`src/verilog/als_pkg.sv`:
```
// package for the ambient light sensitivity control block
// assumes a 50 MHz system clock and an avalon-mm register slave
package als_pkg;

  // register word offsets (byte address = 4 * index)
  localparam logic [7:0] IDX_TRIM     = 8'h5a;
  localparam logic [7:0] IDX_DATA_LO  = 8'h4c;
  localparam logic [7:0] IDX_DATA_HI  = 8'h4d;
  localparam logic [7:0] IDX_CTRL     = 8'h40;
  localparam logic [7:0] IDX_RATE     = 8'h45;
  localparam logic [7:0] IDX_STATUS   = 8'h4e;

  // reset values and trim limits
  localparam logic [7:0] TRIM_RESET   = 8'h35;
  localparam logic [7:0] TRIM_MIN     = 8'h18;
  localparam logic [7:0] TRIM_MAX     = 8'hfe;
  localparam logic [7:0] RATE_RESET   = 8'h02;

  // ctrl field positions
  localparam int CTRL_RUN_BIT   = 0;
  localparam int CTRL_ALONE_BIT = 1;
  localparam int CTRL_INTEN_BIT = 2;

  // status field positions
  localparam int ST_READY_BIT   = 0;
  localparam int ST_BUSY_BIT    = 1;
  localparam int ST_VALID_BIT   = 2;
  localparam int ST_RANGE_BIT   = 3;

  // timing
  localparam int CLK_MHZ          = 50;
  localparam int POWER_UP_US      = 2000;
  localparam int POWER_UP_CYCLES  = POWER_UP_US * CLK_MHZ;
  localparam int TICK_US          = 1000;
  localparam int TICK_CYCLES      = TICK_US * CLK_MHZ;
  // base integration per trim unit, in system clock cycles
  localparam int UNIT_CYCLES      = 16;
  localparam logic [7:0] INT_HIGH_THRESH = 8'h80;

  typedef enum logic [1:0] {
    MS_DOWN  = 2'b00,
    MS_INTEG = 2'b01,
    MS_WAIT  = 2'b11
  } meas_state_t;

  typedef struct packed {
    logic        run;
    logic        alone;
    logic        int_en;
  } ctrl_t;

endpackage

```
`src/verilog/als_integrator.sv`:
```
// integration counter: counts light pulses for trim * unit cycles
// assumes the light input is already synchronised to the clock
module als_integrator #(
  parameter int UNIT = 16
) (
  input  wire logic        clk,
  input  wire logic        rst,
  input  wire logic        start,
  input  wire logic [7:0]  trim,
  input  wire logic        light,
  output logic             done,
  output logic [15:0]      count
);

  typedef struct packed {
    logic        active;
    logic [7:0]  trim;
    logic [7:0]  units;
    logic [4:0]  sub;
    logic [15:0] acc;
    logic        done;
    logic [15:0] count;
  } integ_t;

  integ_t s_ff;
  integ_t nxt_s;

  always_comb begin
    nxt_s = s_ff;
    nxt_s.done = 1'b0;
    if (start && !s_ff.active) begin
      // trim is latched here so it holds for the whole measurement
      nxt_s.active = 1'b1;
      nxt_s.trim   = trim;
      nxt_s.units  = 8'h00;
      nxt_s.sub    = 5'h00;
      nxt_s.acc    = 16'h0000;
    end else if (s_ff.active) begin
      if (light && s_ff.acc != 16'hffff) begin
        nxt_s.acc = s_ff.acc + 16'h0001;
      end
      if (s_ff.sub == 5'(UNIT - 1)) begin
        nxt_s.sub   = 5'h00;
        nxt_s.units = s_ff.units + 8'h01;
        if (s_ff.units + 8'h01 == s_ff.trim) begin // RQ1
          nxt_s.active = 1'b0;
          nxt_s.done   = 1'b1;
          nxt_s.count  = nxt_s.acc;
        end
      end else begin
        nxt_s.sub = s_ff.sub + 5'h01;
      end
    end
  end

  always_ff @(posedge clk) begin
    if (rst) begin
      s_ff <= '0;
    end else begin
      s_ff <= nxt_s;
    end
  end

  assign done  = s_ff.done;
  assign count = s_ff.count;

endmodule

```
`src/verilog/als_sens_ctrl.sv`:
```
// ambient light sensitivity control with avalon-mm register slave
// assumes a pulse-density light input from the sensor front end
// Operation
// RQ1: integration time scales with trim value
// RQ2: trim range 24 to 254, default 53
// RQ3: lux per count equals 53 over trim
// RQ4: host writes trim only when powered down
// RQ5: long integration overrides repeat interval
// RQ6: reset returns all registers to defaults
// RQ7: operational two ms after power up
// RQ8: interrupt pin released after power up
// RQ9: result is 16 bits, low and high bytes
// RQ10: new trim applies from next started measurement
//
// Our own choice: the Avalon-MM slave port.
module als_sens_ctrl (
  // clock and reset
  input  wire logic        CLK_SYS,
  input  wire logic        RESET,
  // avalon-mm slave
  input  wire logic [9:0]  AVS_ADDRESS,
  input  wire logic        AVS_READ,
  input  wire logic        AVS_WRITE,
  input  wire logic [31:0] AVS_WRITEDATA,
  input  wire logic [3:0]  AVS_BYTEENABLE,
  output logic [31:0]      AVS_READDATA,
  output logic             AVS_WAITREQUEST,
  // sensor front end
  input  wire logic        LIGHT_PULSE,
  // interrupt pin, open drain
  output logic             INT_OUT,
  output logic             INT_OE
);

  ////////////////////////////////////////////////////////////////////////
  // state

  typedef struct packed {
    logic [1:0]               sync;
    logic [7:0]               trim;
    logic [7:0]               rate;
    als_pkg::ctrl_t           ctrl;
    logic                     range_err;
    logic                     valid;
    logic [15:0]              result;
    logic [7:0]               hi_shadow;
    logic [23:0]              por_cnt;
    logic                     ready;
    als_pkg::meas_state_t     ms;
    logic [15:0]              tick_cnt;
    logic [7:0]               rate_cnt;
    logic                     start;
    logic                     int_drive;
    logic                     ack;
    logic [31:0]              rdata;
  } top_t;

  top_t s_ff;
  top_t nxt_s;

  logic        integ_done;
  logic [15:0] integ_count;
  logic [7:0]  word_idx;
  logic        acc_req;

  assign word_idx = AVS_ADDRESS[9:2];
  assign acc_req  = (AVS_READ || AVS_WRITE) && !s_ff.ack;

  ////////////////////////////////////////////////////////////////////////
  // integration engine

  als_integrator #(
    .UNIT (als_pkg::UNIT_CYCLES)
  ) u_integ (
    .clk   (CLK_SYS),
    .rst   (RESET),
    .start (s_ff.start),
    .trim  (s_ff.trim),
    .light (s_ff.sync[1]),
    .done  (integ_done),
    .count (integ_count)
  );

  ////////////////////////////////////////////////////////////////////////
  // next state

  always_comb begin
    nxt_s = s_ff;
    nxt_s.sync  = {s_ff.sync[0], LIGHT_PULSE};
    nxt_s.start = 1'b0;
    nxt_s.ack   = 1'b0;

    // power-up delay before any access is served
    if (!s_ff.ready) begin
      if (s_ff.por_cnt == 24'(als_pkg::POWER_UP_CYCLES - 1)) begin // RQ7
        nxt_s.ready = 1'b1;
      end else begin
        nxt_s.por_cnt = s_ff.por_cnt + 24'h000001;
      end
    end

    // repeat interval ticks in milliseconds
    if (s_ff.tick_cnt == 16'(als_pkg::TICK_CYCLES - 1)) begin
      nxt_s.tick_cnt = 16'h0000;
      // interval runs from each start, so a long integration can use it up
      if (s_ff.ms != als_pkg::MS_DOWN && s_ff.rate_cnt != 8'h00) begin // RQ5
        nxt_s.rate_cnt = s_ff.rate_cnt - 8'h01;
      end
    end else begin
      nxt_s.tick_cnt = s_ff.tick_cnt + 16'h0001;
    end

    unique case (s_ff.ms)
      als_pkg::MS_DOWN: begin
        if (s_ff.ctrl.run && s_ff.ready) begin
          nxt_s.ms       = als_pkg::MS_INTEG;
          nxt_s.start    = 1'b1; // RQ10
          nxt_s.rate_cnt = s_ff.rate;
        end
      end
      als_pkg::MS_INTEG: begin
        if (integ_done) begin
          // raw count: lux = count * 53 / trim, scaling left to software
          nxt_s.result = integ_count; // RQ3 RQ9
          nxt_s.valid  = 1'b1;
          if (!s_ff.ctrl.run) begin
            nxt_s.ms = als_pkg::MS_DOWN;
          end else if (s_ff.ctrl.alone && s_ff.rate_cnt != 8'h00) begin
            nxt_s.ms = als_pkg::MS_WAIT;
          end else begin
            // continuous mode, or interval already spent during integration: restart at once
            nxt_s.start    = 1'b1; // RQ5
            nxt_s.rate_cnt = s_ff.rate;
          end
        end
      end
      als_pkg::MS_WAIT: begin
        if (!s_ff.ctrl.run) begin
          nxt_s.ms = als_pkg::MS_DOWN;
        end else if (s_ff.rate_cnt == 8'h00) begin
          nxt_s.ms       = als_pkg::MS_INTEG;
          nxt_s.start    = 1'b1;
          nxt_s.rate_cnt = s_ff.rate;
        end
      end
      default: nxt_s.ms = als_pkg::MS_DOWN;
    endcase

    // open drain: pin released until logic pulls it low
    nxt_s.int_drive = s_ff.ctrl.int_en && s_ff.valid &&
                      s_ff.result[15:8] >= als_pkg::INT_HIGH_THRESH; // RQ8

    // register slave, one wait cycle per access
    if (acc_req && s_ff.ready) begin
      nxt_s.ack   = 1'b1;
      nxt_s.rdata = 32'h00000000;
      if (AVS_WRITE && AVS_BYTEENABLE[0]) begin
        unique case (word_idx)
          als_pkg::IDX_TRIM: begin
            // a write during measurement could corrupt it, so it is dropped
            if (s_ff.ms == als_pkg::MS_DOWN && !s_ff.ctrl.run) begin // RQ4
              if (AVS_WRITEDATA[7:0] < als_pkg::TRIM_MIN ||
                  AVS_WRITEDATA[7:0] > als_pkg::TRIM_MAX) begin // RQ2
                nxt_s.range_err = 1'b1;
              end else begin
                nxt_s.trim = AVS_WRITEDATA[7:0];
              end
            end
          end
          als_pkg::IDX_RATE: nxt_s.rate = AVS_WRITEDATA[7:0];
          als_pkg::IDX_CTRL: begin
            nxt_s.ctrl.run    = AVS_WRITEDATA[als_pkg::CTRL_RUN_BIT];
            nxt_s.ctrl.alone  = AVS_WRITEDATA[als_pkg::CTRL_ALONE_BIT];
            nxt_s.ctrl.int_en = AVS_WRITEDATA[als_pkg::CTRL_INTEN_BIT];
          end
          als_pkg::IDX_STATUS: begin
            if (AVS_WRITEDATA[als_pkg::ST_RANGE_BIT]) begin
              nxt_s.range_err = 1'b0;
            end
          end
          default: ;
        endcase
      end else if (AVS_READ) begin
        unique case (word_idx)
          als_pkg::IDX_TRIM:    nxt_s.rdata[7:0] = s_ff.trim;
          als_pkg::IDX_RATE:    nxt_s.rdata[7:0] = s_ff.rate;
          als_pkg::IDX_CTRL:    nxt_s.rdata[2:0] = {s_ff.ctrl.int_en, s_ff.ctrl.alone,
                                                    s_ff.ctrl.run};
          als_pkg::IDX_DATA_LO: begin
            // low byte read freezes the high byte so the pair stays coherent
            nxt_s.rdata[7:0] = s_ff.result[7:0]; // RQ9
            nxt_s.hi_shadow  = s_ff.result[15:8];
          end
          als_pkg::IDX_DATA_HI: nxt_s.rdata[7:0] = s_ff.hi_shadow; // RQ9
          als_pkg::IDX_STATUS: begin
            nxt_s.rdata[als_pkg::ST_READY_BIT] = s_ff.ready;
            nxt_s.rdata[als_pkg::ST_BUSY_BIT]  = (s_ff.ms == als_pkg::MS_INTEG);
            nxt_s.rdata[als_pkg::ST_VALID_BIT] = s_ff.valid;
            nxt_s.rdata[als_pkg::ST_RANGE_BIT] = s_ff.range_err;
          end
          default: nxt_s.rdata = 32'h00000000;
        endcase
      end
    end
  end

  ////////////////////////////////////////////////////////////////////////
  // registers

  always_ff @(posedge CLK_SYS) begin
    if (RESET) begin
      s_ff           <= '0; // RQ6
      s_ff.trim      <= als_pkg::TRIM_RESET;
      s_ff.rate      <= als_pkg::RATE_RESET;
      s_ff.ms        <= als_pkg::MS_DOWN;
    end else begin
      s_ff <= nxt_s;
    end
  end

  ////////////////////////////////////////////////////////////////////////
  // outputs, straight from flip-flops except INT_OUT, which is tied low

  assign AVS_READDATA    = s_ff.rdata;
  assign AVS_WAITREQUEST = !s_ff.ack;
  assign INT_OUT         = 1'b0;
  assign INT_OE          = s_ff.int_drive;

endmodule
```
`config.mk`:
```
export PLATFORM = sky130hd
export DESIGN_NAME = als_sens_ctrl
export DESIGN_NICKNAME = d
export VERILOG_FILES = /design/src/verilog/als_pkg.sv /design/src/verilog/als_integrator.sv /design/src/verilog/als_sens_ctrl.sv
export SDC_FILE = /design/constraint.sdc
export NUM_CORES = 1
export LEC_CHECK = 0
export BUFFER_PORTS_ARGS = -buffer_cell sky130_fd_sc_hd__buf_2
export CORE_AREA = 2 2 140 142
export DETAILED_ROUTE_END_ITERATION = 8
export DIE_AREA = 0 0 142 144
export MAX_ROUTING_LAYER = met4
export PLACE_DENSITY_LB_ADDON = 0.15
export SYNTH_ARGS = -nofsm -noshare
export SYNTH_HDL_FRONTEND = slang
export SYNTH_SLANG_ARGS = --single-unit
```
`constraint.sdc`:
```
create_clock -name CLK_SYS -period 2.65 [get_ports CLK_SYS]
set_input_delay 0.265 -clock CLK_SYS [delete_from_list [all_inputs] [get_ports CLK_SYS]]
set_output_delay 0.265 -clock CLK_SYS [all_outputs]
set_load 0.02 [all_outputs]
```
# Word level (Yosys, flattened, before mapping)
# Cells that the tools add are included.
# Widths: inputs -> output; s select.
classes:
  eq_ne: 20
  bitwise_logic: 7
  n_reduce_logical: 34
  n_lt_le_gt_ge: 3
  add_sub_neg: 6
  n_mux: 35
op_table:
  columns: ["operator", "count"]
  rows:
  - ["$mux 9", 6]
  - ["$eq 8x7->1 const B", 6]
  - ["$mux 33", 1]
  - ["$add 16x1->16 const B", 2]
  - ["$mux 8", 4]
  - ["$pmux 9 s3", 1]
  - ["$add 24x1->24 const B", 1]
  - ["$eq 24x17->1 const B", 1]
  - ["$pmux 3 s6", 1]
  - ["$mux 17", 1]
  - ["$eq 16x16->1 const B", 1]
  - ["$mux 16", 1]
  - ["$ne 16x16->1 const B", 1]
  - ["$pmux 4 s4", 1]
  - ["$mux 2", 6]
  - ["$reduce_and 4->1", 3]
  - ["$logic_and 1x1->1", 11]
  - ["$mux 1", 9]
  - ["$add 8x1->8 const B", 1]
  - ["$eq 8x8->1", 1]
  - ["$ge 8x8->1 const B", 1]
  - ["$gt 8x8->1 const B", 1]
  - ["$logic_not 8->1", 1]
  - ["$lt 8x5->1 const B", 1]
  - ["24 further kinds", 42]
totals:
  word_cells: 131
  out_inout_bits: 35
  inputBits: 51
  regBits: 188

# Longest topological paths before layout
# Gate-level depths: netlist of the first run.
logic_depth:
  word_depth: 8
  mapped_depth: 8
  mapped_depth_nobuf: 7

# By module
# A second synthesis of the first run with hierarchy kept.
unflattened:
  cells_unflattened: 984
  area_unflattened_um2: 8360.5
modules_own_cells:
  columns: ["module", "n_inst", "seq_area_each_um2", "area_per_inst_um2", "cells_per_inst"]
  rows:
  - ["als_sens_ctrl", 1, 2182.1, 5321.4, 622]
  - ["als_integrator", 1, 1101.1, 3039.2, 362]

# Worst setup path after synthesis of the first run
# Ideal clock, no wire load.
synth_path:
  path_type: "register -> register"
  startpoint: "reg u_integ.s_ff[17] in the netlist's numbering"
  endpoint: "reg u_integ.s_ff, in the netlist u_integ.count[1]"
  path_slack_ns: 0.636
  synth_period_minus_slack_ns: 2.014
  setup_time_ns: 0.132
  path_stages_with_launch: 8
  required_time_ns: 2.518
  t_arrival_ns: 1.881
  path_buffers: 1
  cell_sequence: "dfxtp_1 -> ha_1 -> nand4_1 -> or4_1 -> buf_2 -> and3_1 -> o2111ai_1 -> a21oi_1"
synth_via:
  elab_chain_len: 3
  elab_cells_between_ends: 4
  classes_between: "add/sub (1); eq/ne (1); mux (1); reduce/logical (1)"
synth_lines:
  columns: ["element", "line", "source"]
  rows:
  - ["start: declaration", "als_integrator.sv:25", "integ_t s_ff;"]
  - ["start signal: assignment", "als_integrator.sv:60", "s_ff <= nxt_s;"]
  - ["branches (longest 2 deep; another with $add 16x1->16)", null, null]
  - ["$mux 16 *", "als_integrator.sv:39", "if (light && s_ff.acc != 16'hffff) begin"]
# Mark *: on every way between the ends.
# A chain may end at the register's enable or synchronous reset.

# Worst setup path after layout of the first run
layout_path:
  startpoint: "reg u_integ.s_ff[39] in the netlist's numbering"
  endpoint: "reg u_integ.s_ff, in the netlist u_integ.count[12]"
layout_via:
  elab_chain_len: 3
layout_lines:
  columns: ["element", "line", "source"]
  rows:
  - ["$add 8x1->8", "als_integrator.sv:45", "if (s_ff.units + 8'h01 == s_ff.trim) begin"]
  - ["$eq 8x8->1", "als_integrator.sv:45", null]
  - ["$reduce_and 4->1 (no line)", null, null]
# No other way between the ends.

==> summary.md, run 1 <==
| Metric | Value |
|---|---|
| Most common cell in the netlist | `dfxtp_1` |
| Worst Hold Path EP | `nxt_s[132]` |
| Crit path buf inv count | `1` |
| Number of global-route vias before repair | `6073` |
| CTS Buf Count | `17` |
| Yosys warning count | `0` |
| Fillers | `1906` |
| Top Ports | `86` |
| RSZ-0062 raised after global routing | `false` |
| Syn-to-layout area delta | `10.24%` |
| Max cap viols | `0` |
| Cell Area, Synth | `8031 µm²` |
| Row count | `51` |
| Diode count | `0` |
| Seq. cell area | `3283 µm²` |
| Detailed Route Iter0 Violations | `432` |
| Worst slew pin tran | `636.3 ps` |
| Yosys top cell by area | `dfxtp_1` |
| Register area share after synthesis | `40.88%` |
| CP Cell Sequence | `ha_1, nand3b_1, a221oi_1, o22ai_1, buf_4, o31ai_1, a21oi_1` |
| Gate Count Post-Synth | `944` |
| Slew Limit Fails | `0` |
| Worst setup EP type | `flop` |
| Max Root-Sink Buffers | `2` |
| Relative slew margins | `57.58%` |
| Ys flop type | `dfxtp_1` |
| Final WS setup | `347.1 ps` |
| Status | `completed` |
| Reg2reg start | `u_integ.s_ff[39]` |
| CTS H-tree depth | `4` |
| Max Fanout on Critical Path | `12` |
| PD cells | `556.1 nW/µm²` |
| F_max | `434.2 MHz` |
| CTS root buffer | `clkbuf_16` |
| Vias | `6624` |
| Worst setup SP type | `flop` |
| Global-route wire length before repair | `30910 µm` |
| Total congestion overflow | `0` |
| HPWL Detailed | `13220 µm` |
| VDD IR-drop max | `0.4120 mV` |
| Share of the synthesized area in the top cell type | `40.88%` |
| Async SR Flop Fraction | `0%` |
| R2r endpoint | `u_integ.count[12]` |
| Most area-consuming cells after synthesis | `dfxtp_1 41%, nand2_1 4.6%, nor2_1 4.4%` |
| Mean Syn Cell Area | `8.508 µm²` |
| Layout cells sized above 1 | `11.80%` |
| Placer congestion estimate | `0.8462` |
| Area of the multi-input gates | `4305 µm²` |
| Cell variety after synth | `66` |
| Yosys reg bits | `164` |
| Initial antenna violation count | `0` |
| TritonCTS clock tree | `built` |
| Setup tns final | `0 ps` |
| R2R cell count | `7` |
| Core ar. | `19080 µm²` |
| IO Port Bufs | `31` |
| Leakage | `3.064 nW` |
| Antenna-violating nets left | `0` |
| R2r setup slk | `350 ps` |
| Worst path required time | `2950 ps` |
| Final WL | `18870 µm` |
| Worst skew pair latency | `430 ps` |
| Largest net degree at the start of global routing | `83` |
| Setup violations, final | `0` |
| Worst Clk Skew | `9.367 ps` |
| Hold Path Depth | `2` |
| Fin util | `46.40%` |
| Die H | `144 µm` |
| Slowest cell delay on critical path | `430 ps` |
| Total clock sinks | `164` |
| Die Span X | `142 µm` |
| Pre-antenna DRT Iters | `7` |
| Commonest cells post-synth | `164 x dfxtp_1, 98 x nand2_1, 94 x nor2_1, 68 x a21oi_1, 40 x clkbuf_1` |
| Post-layout min period | `2303 ps` |
| Post CTS Setup Buffer Count | `0` |
| Worst path slowest cell | `dfxtp_1` |
| GRT Total Usage | `19.59%` |
| Hold path startpoint | `LIGHT_PULSE` |
| Setup CP Type | `reg -> reg` |
| Class of the worst hold path | `in -> reg` |
| Pre-CTS WS | `392.0 ps` |
| CP startpoint | `u_integ.s_ff[39]` |
| Worst-path clk slew | `60 ps` |
| PostCTS Resize Cnt | `0` |
| DRC viols | `0` |
| Final nets | `1011` |
| Initial cell density of the core | `42.09%` |
| Hold Vio Cnt, Final | `0` |
| Post-synth EDFFs | `0` |
| Crit path DAT | `2600 ps` |
| Crit path max-delay family | `compound AO/OA/AOI/OAI gates` |
| Die area | `20450 µm²` |
| Period Utilization, post-route | `86.90%` |
| Wire per inst | `15.67 µm` |
| Via density | `5.502` |
| # hold bufs at CTS | `0` |
-- final cells by class --
cell class,count,share of cell area [%]
Tap cell,238,3.363
Timing Repair Buffer,59,4.296
Inverter,12,0.5088
Sequential cell,164,37.08
Clock inverter,13,1.272
Clock buffer,18,4.847
Multi-Input combinational cell,700,48.63
-- power by group --
group	internal, mW	switching [mW]
logic	0.0350	0.109
registers	2.47	0.00860
clock network	1.28	1.01
-- metal layers --
metal / vias to the layer above / global-route usage [%] / share of wire [%] / routed length (µm)
met2: 111 / 30.05 / 47 / 8914
li1: 3355 / - / - / -
met5: - / - / 0 / 0
met1: 3138 / 26.17 / 48 / 9076
met3: 20 / 3.808 / 3.1 / 587
met4: 0 / 6.158 / 1.5 / 288
-- registers in the layout (all words and copies together), names as in the netlist --
register / count
INT_OE: 1
AVS_READDATA: 8
u_integ.s_ff: 38
u_integ.count: 16
s_ff: 99
nxt_s: 1
u_integ.done: 1
-- cell usage in the layout (no fill, tap or decap), types with 17 or more instances in the layout --
cell type | Yosys | routed
nor3_1 | 19 | 19
buf_2 | 15 | 30
and3_1 | 20 | 20
nor4_1 | 20 | 20
clkbuf_16 | 0 | 17
nand4_1 | 24 | 24
buf_4 | 33 | 28
conb_1 | 1 | 25
nor2_1 | 94 | 94
nand3_1 | 37 | 37
a21oi_1 | 68 | 68
xnor2_1 | 39 | 39
xor2_1 | 35 | 35
dfxtp_1 | 164 | 164
o21ai_0 | 21 | 21
nand2_1 | 98 | 98
-- worst max-delay path by stage --
| stage | end | cells after the start |
|---|---|---|
| after floorplan | u_integ.count[1] | 7 |
| after global placement | u_integ.count[1] | 6 |
| after detailed placement | u_integ.count[12] | 7 |
| after CTS | u_integ.count[12] | 7 |
| after global routing | u_integ.count[12] | 7 |
| final | u_integ.count[12] | 7 |
-- cell families after synthesis --
kind of cell,count (synthesis),share of synthesized area (%)
xor gates and xnor gates,74,8.070
DFF,164,40.88
adders and majority gates,6,0.9347
and+or+nand+nor,382,24.35
buffers and inverters,104,6.636
AOI/OAI and AO/OA,190,16.09
other,1,0.04669
muxes,23,2.991
-- through the flow --
step / total power [mW] / std cells / cell area (µm²) / hold slack [ps]
CTS: 4.987 / 1204 / 8853 / 35.77
global route: 5.112 / 1204 / 8853 / 65.45
detailed placement: 2.683 / 1173 / 8312 / 431.9
global placement: 2.684 / 1173 / 8312 / 434.5
finish: 4.923 / 1204 / 8853 / 52.31
floorplan: 2.666 / 968 / 8122 / 382.9
Note: power is estimated with default switching activity, not from simulation.
==> inputs of run 2 (changes only) <==
REMOVE_ABC_BUFFERS = 1   (was default)
==> summary.md, run 2 (synthesis results as in run 1) <==
| Metric | Value |
|---|---|
| Status | `completed` |
| Core ar. | `19080 µm² (unchanged)` |
| CTS H-tree depth | `4 (unchanged)` |
| # hold bufs at CTS | `0 (unchanged)` |
| PostCTS Resize Cnt | `0 (unchanged)` |
| Die area | `20450 µm² (unchanged)` |
| CP startpoint | `u_integ.s_ff[17]` |
| Total congestion overflow | `0 (unchanged)` |
| Seq. cell area | `3283 µm² (unchanged)` |
| Commonest non-fill, non-tap cells in the layout | `164 x dfxtp_1, 98 x nand2_1, 94 x nor2_1` |
| CTS Buf Count | `17 (unchanged)` |
| Vias | `6641 (+0.26%)` |
| Pre-antenna DRT Iters | `5 (-2)` |
| PD cells | `567.6 nW/µm² (+2.1%)` |
| F_max | `442.8 MHz (+2.0%)` |
| Syn-to-layout area delta | `10.31% (about the same)` |
| Worst setup EP type | `flop` |
| Wire per inst | `15.76 µm (+0.58%)` |
| Worst path required time | `2930 ps (-20 ps)` |
| Antenna-violating nets left | `0 (unchanged)` |
| Via density | `5.516 (+0.26%)` |
| Final WL | `18980 µm (+0.58%)` |
| Final nets | `1011 (unchanged)` |
| Hold path startpoint | `LIGHT_PULSE` |
| Slew Limit Fails | `0 (unchanged)` |
| Worst setup SP type | `flop` |
| WHS | `51.08 ps (-1.237 ps)` |
| GRT Total Usage | `19.71% (+0.13 points)` |
| Largest net degree at the start of global routing | `60 (-28%)` |
| Fin util | `46.44% (about the same)` |
| Max Fanout on Critical Path | `11 (-1)` |
| RSZ-0062 raised after global routing | `false` |
| Max reg flops | `99 (unchanged)` |
| Relative slew margins | `58.18% (+0.60 points)` |
| Diode count | `0 (unchanged)` |
| Fillers | `1907 (+0.052%)` |
| HPWL Detailed | `13140 µm (-0.65%)` |
| Initial cell density of the core | `42.09% (unchanged)` |
| Reg2reg start | `u_integ.s_ff[17]` |
| Setup tns final | `0 ps (unchanged)` |
| VDD IR-drop max | `0.3929 mV (-4.6%)` |
| Max cap viols | `0 (unchanged)` |
| Top Ports | `86 (unchanged)` |
| Detailed Route Iter0 Violations | `533 (+23%)` |
| Setup CP Type | `reg -> reg` |
| Crit path DAT | `2540 ps (-60 ps)` |
| Setup violations, final | `0 (unchanged)` |
| Post CTS Setup Buffer Count | `0 (unchanged)` |
| DRC viols | `0 (unchanged)` |
| Die H | `144 µm (unchanged)` |
| IO Port Bufs | `31 (unchanged)` |
| Total clock sinks | `164 (unchanged)` |
| Class of the worst hold path | `in -> reg` |
| Hold Vio Cnt, Final | `0 (unchanged)` |
| Post-layout min period | `2258 ps (-44.37 ps)` |
| Worst Clk Skew | `8.722 ps (-0.6450 ps)` |
| Global-route wire length before repair | `31430 µm (+1.7%)` |
| Area of the multi-input gates | `4305 µm² (unchanged)` |
| Max Root-Sink Buffers | `2 (unchanged)` |
| R2r setup slk | `390 ps (+40 ps)` |
| Layout cells sized above 1 | `11.49% (-0.31 points)` |
| CTS root buffer | `clkbuf_16` |
| Worst slew pin tran | `621.6 ps (-14.68 ps)` |
| Leakage | `3.062 nW (about the same)` |
| Placer congestion estimate | `0.8240 (-2.6%)` |
| Initial antenna violation count | `0 (unchanged)` |
| Period Utilization, post-route | `85.23% (-1.7 points)` |
| Most common cell after layout, fill and taps aside | `dfxtp_1` |
| Worst skew pair latency | `420 ps (about the same)` |
| Worst-path clk slew | `60 ps (about the same)` |
| Die Span X | `142 µm (unchanged)` |
| Top reg by flops | `s_ff` |
| Number of global-route vias before repair | `6182 (+1.8%)` |
| Row count | `51 (unchanged)` |
| TritonCTS clock tree | `built` |
[run 2: cell type report]
class	instances	area share, %
clock buffer	22	5.126
tap	238	3.361
multi-input combinational	700	48.59
sequential	164	37.06
timing repair buffer	59	4.152
inverter	12	0.5084
clock inverter	9	1.200
[run 2: worst paths after layout]
check | end | depth (start not counted)
setup / recovery | u_integ.count[1] | 6
hold / removal | nxt_s[132] | 2
setup reg to reg | u_integ.count[1] | 6
hold reg to reg | s_ff[132] | 1
[run 2: worst max-delay path, stage by stage, from the launching register on]
cell	delay [ps]
dfxtp_1	430
ha_1	300
nand4_1	140
or4_1	700
and3_1	270
o2111ai_1	190
a21oi_1	90
[run 2: power breakdown]
group / leakage, nW / internal [mW] / switching, mW
Clock: 0.266 / 1.40 / 0.994
Combinational: 1.47 / 0.0348 / 0.113
Sequential: 1.32 / 2.47 / 0.00906
Total: 3.06 / 3.91 / 1.12
[run 2: metal layers]
metal / vias up / wire length [µm] / global-route usage [%]
met3: 22 / 671 / 2.980
met2: 133 / 8651 / 30.92
li1: 3357 / - / -
met5: - / 0 / -
met1: 3129 / 9366 / 26.00
met4: 0 / 286 / 7.053
[run 2: stage by stage]
| stage | cells | total power, mW | area (µm²) | worst slack, ps |
|---|---|---|---|---|
| after floorplan | 876 | 2.606 | 7634 | 240.8 |
| after global placement | 1173 | 2.686 | 8299 | 424.1 |
| after detailed placement | 1173 | 2.686 | 8299 | 417.9 |
| after CTS | 1204 | 5.073 | 8860 | 394.6 |
| after global routing | 1204 | 5.211 | 8860 | 164.8 |
| final | 1204 | 5.029 | 8860 | 391.5 |
==> inputs of run 3 (changes only) <==
ABC_AREA = 1   (was default)
CORE_AREA = 2 2 144 146   (was 2 2 140 142)
DIE_AREA = 0 0 146 148   (was 0 0 142 144)
clock period = 2.1 ns   (was 2.65 ns; I/O delays follow)
==> summary.md, run 3 <==
| Metric | Value |
|---|---|
| Mean Syn Cell Area | `6.944 µm² (-18%)` |
| PD cells | `695.9 nW/µm² (+23%)` |
| Yosys warning count | `0 (unchanged)` |
| Hold Vio Cnt, Final | `0 (unchanged)` |
| Max Fanout on Critical Path | `7 (-4)` |
| Pint | `5.126 mW (+31%)` |
| Die area | `21610 µm² (+5.7%)` |
| DRC viols | `0 (unchanged)` |
| Max Root-Sink Buffers | `2 (unchanged)` |
| Most common cell in the netlist | `nand2_1` |
| Worst Clk Skew | `8.446 ps (-0.2766 ps)` |
| CP Cell Sequence | `inv_1, ha_1, nand2_1, nor2_1, o21ai_0, inv_1, nand2_1, nand2_1, inv_1, o21ai_0, a21oi_1` |
| TritonCTS clock tree | `built` |
| Antenna-violating nets left | `0 (unchanged)` |
| Row count | `52 (+2.0%)` |
| Status | `completed` |
| Fin util | `47.45% (+1.0 points)` |
| Placed Cells incl. Taps | `1513 (+29%)` |
| Most common cell after layout, fill and taps aside | `nand2_1` |
| Global-route wire length before repair | `32510 µm (+3.4%)` |
| Setup tns final | `0 ps (unchanged)` |
| Period Utilization, post-route | `89.08% (+3.9 points)` |
| Commonest non-fill, non-tap cells in the layout | `233 x nand2_1, 164 x dfxtp_1, 160 x inv_1` |
| Cell Count, Final, Fillers Out | `1547 (+28%)` |
| Worst setup SP type | `flop` |
| Setup violations, final | `0 (unchanged)` |
| Max reg flops | `99 (unchanged)` |
| Setup CP Type | `reg -> reg` |
| Initial antenna violation count | `0 (unchanged)` |
| Cell variety after synth | `47 (-29%)` |
| Class of the worst hold path | `in -> reg` |
| Largest net degree at the start of global routing | `69 (+15%)` |
| Worst path required time | `2460 ps (-470 ps)` |
| VDD IR-drop max | `0.5247 mV (+34%)` |
| Wire per inst | `12.71 µm (-19%)` |
| HPWL Detailed | `14580 µm (+11%)` |
| Register area share after synthesis | `38.41% (-2.5 points)` |
| GRT Total Usage | `18.83% (-0.88 points)` |
| Detailed Route Iter0 Violations | `331 (-38%)` |
| Total congestion overflow | `0 (unchanged)` |
| Via density | `4.778 (-13%)` |
| Commonest cells post-synth | `233 x nand2_1, 164 x dfxtp_1, 160 x inv_1, 146 x nor2_1, 101 x a21oi_1` |
| Max cap viols | `0 (unchanged)` |
| Gate Count Post-Synth | `1231 (+30%)` |
| Crit path max-delay family | `compound AO/OA/AOI/OAI gates` |
| Syn-to-layout area delta | `11.24%` |
| Diode count | `0 (unchanged)` |
| F_max | `534.6 MHz (+21%)` |
| Ys flop type | `dfxtp_1` |
| Total clock sinks | `164 (unchanged)` |
| Clk pwr share | `49.5% (+1.8 points)` |
| Worst setup EP type | `flop` |
| Yosys reg bits | `164 (unchanged)` |
| Final WL | `19670 µm (+3.6%)` |
| Relative slew margins | `63.01% (+4.8 points)` |
| Slew Limit Fails | `0 (unchanged)` |
| Number of global-route vias before repair | `6810 (+10%)` |
| IO Port Bufs | `31 (unchanged)` |
| Vias | `7391 (+11%)` |
| Most area-consuming cells after synthesis | `dfxtp_1 38%, nand2_1 10%, inv_1 7.0%` |
| Initial cell density of the core | `42.66% (+0.56 points)` |
| Die H | `148 µm (+2.8%)` |
| Top Ports | `86 (unchanged)` |
| Switching share of power | `22.54% (+0.35 points)` |
| Worst-path clk slew | `60 ps (about the same)` |
| Final nets | `1321 (+31%)` |
| Async SR Flop Fraction | `0% (unchanged)` |
| Leakage | `3.969 nW (+30%)` |
| RSZ-0062 raised after global routing | `false` |
| Yosys top cell by area | `dfxtp_1` |
| Post-synth EDFFs | `0 (unchanged)` |
| CTS Buf Count | `17 (unchanged)` |
| Core ar. | `20040 µm² (+5.0%)` |
| Worst path slowest cell | `dfxtp_1` |
| Pre-antenna DRT Iters | `7 (+2)` |
| Crit path buf inv count | `3 (+3)` |
| Comb pwr share | `3.1% (+0.2 points)` |
| NetSw | `1.492 mW (+34%)` |
| Sequential power share | `47.3% (-2.1 points)` |
| CTS root buffer | `clkbuf_16` |
| Post-route cell area | `9509 µm² (+7.3%)` |
| Die Span X | `146 µm (+2.8%)` |
| Top reg by flops | `s_ff` |
| Crit path DAT | `2230 ps (-310 ps)` |
| Share of the synthesized area in the top cell type | `38.41% (-2.5 points)` |
| CTS H-tree depth | `4 (unchanged)` |
| Worst skew pair latency | `420 ps (about the same)` |
| Placer congestion estimate | `0.8924 (+8.3%)` |
| WHS | `72.54 ps (+21.46 ps)` |
| Post-layout min period | `1871 ps (-387.9 ps)` |
| Worst slew pin tran | `552.9 ps (-68.70 ps)` |
| Slowest cell delay on critical path | `330 ps (-370 ps)` |
| Post-DP Area | `8864 µm² (+6.8%)` |
| Cell Area, Synth | `8548 µm² (+6.4%)` |
| Layout cells sized above 1 | `11.04% (-0.45 points)` |
run 3: changes by cell type in the layout (fill, tap and decap cells not counted), sizes merged, moves of 20 or more:
cell | previous run | this run
nand2 | 98 | 244
nand3 | 38 | 89
o21ai | 21 | 95
a21oi | 68 | 101
inv | 12 | 172
and3 | 20 | 0
xnor2 | 39 | 6
nor2 | 95 | 158
run 3: power by group through the flow:
| stage | Clock (mW) | Combinational [mW] | Sequential (mW) |
|---|---|---|---|
| finish | 3.28 | 0.206 | 3.13 |
| global route | 3.46 | 0.231 | 3.13 |
| CTS | 3.36 | 0.207 | 3.13 |
| detailed placement | 0 | 0.205 | 3.20 |
| global placement | 0 | 0.203 | 3.20 |
| floorplan | 0 | 0.115 | 3.20 |
run 3: worst paths after layout:
path | startpoint | to | slack, ps | cells after the start
setup / recovery | s_ff[35] | s_ff[38] | 230 | 11
setup reg to reg | s_ff[35] | s_ff[38] | 230 | 11
hold reg to reg | nxt_s[132] | s_ff[132] | 410 | 2
hold / removal | AVS_WRITEDATA[1] | s_ff[113] | 70 | 3
run 3: per-stage QoR:
| step | total power [mW] | setup WS, ps |
|---|---|---|
| detailed placement | 3.408 | 168.0 |
| global placement | 3.406 | 195.6 |
| finish | 6.618 | 229.4 |
| floorplan | 3.315 | 309.5 |
| global route | 6.822 | 5.275 |
| CTS | 6.698 | 154.2 |
run 3: logic make-up after synthesis:
logic type | after synthesis | synth area share [%]
DFF | 164 | 38.41
buffers and inverters | 237 | 12.92
adders and majority gates | 6 | 0.8782
AOI/OAI and AO/OA | 222 | 13.85
xor gates and xnor gates | 43 | 4.406
and+or+nand+nor | 558 | 29.49
other | 1 | 0.04387
run 3: layout make-up:
type                    instances  area [µm²]
well taps                     270       337.8
clock inverters                13       171.4
fillers                      2093       10530
repair buffers                 58       376.6
flip-flops and latches        164        3283
inverters                     169       636.9
clock buffers                  19       452.9
multi-input cells             854        4250
run 3: worst reg2reg max path, stage by stage (launching register included):
cell and delay, ps:
dfxtp_1 330, inv_1 70, ha_1 210, nand2_1 140
nor2_1 90, o21ai_0 210, inv_1 60, nand2_1 60
nand2_1 140, inv_1 230, o21ai_0 130, a21oi_1 130
run 3: layer usage:
metal / global-route usage (%) / up-vias / wire length [µm]
li1: - / 3975 / -
met1: 24.05 / 3321 / 9657
met2: 30.80 / 79 / 9206
met3: 3.395 / 16 / 532
met4: 5.243 / 0 / 270
met5: - / - / 0
run 3: what timing repair did:
item | CTS | global route
hold endpoints to repair | 1 | 0
resized for setup | 0 | 2
hold buffers | 1 | 0
setup buffers | 0 | 1
endpoints found under the setup margin | 0 | 15
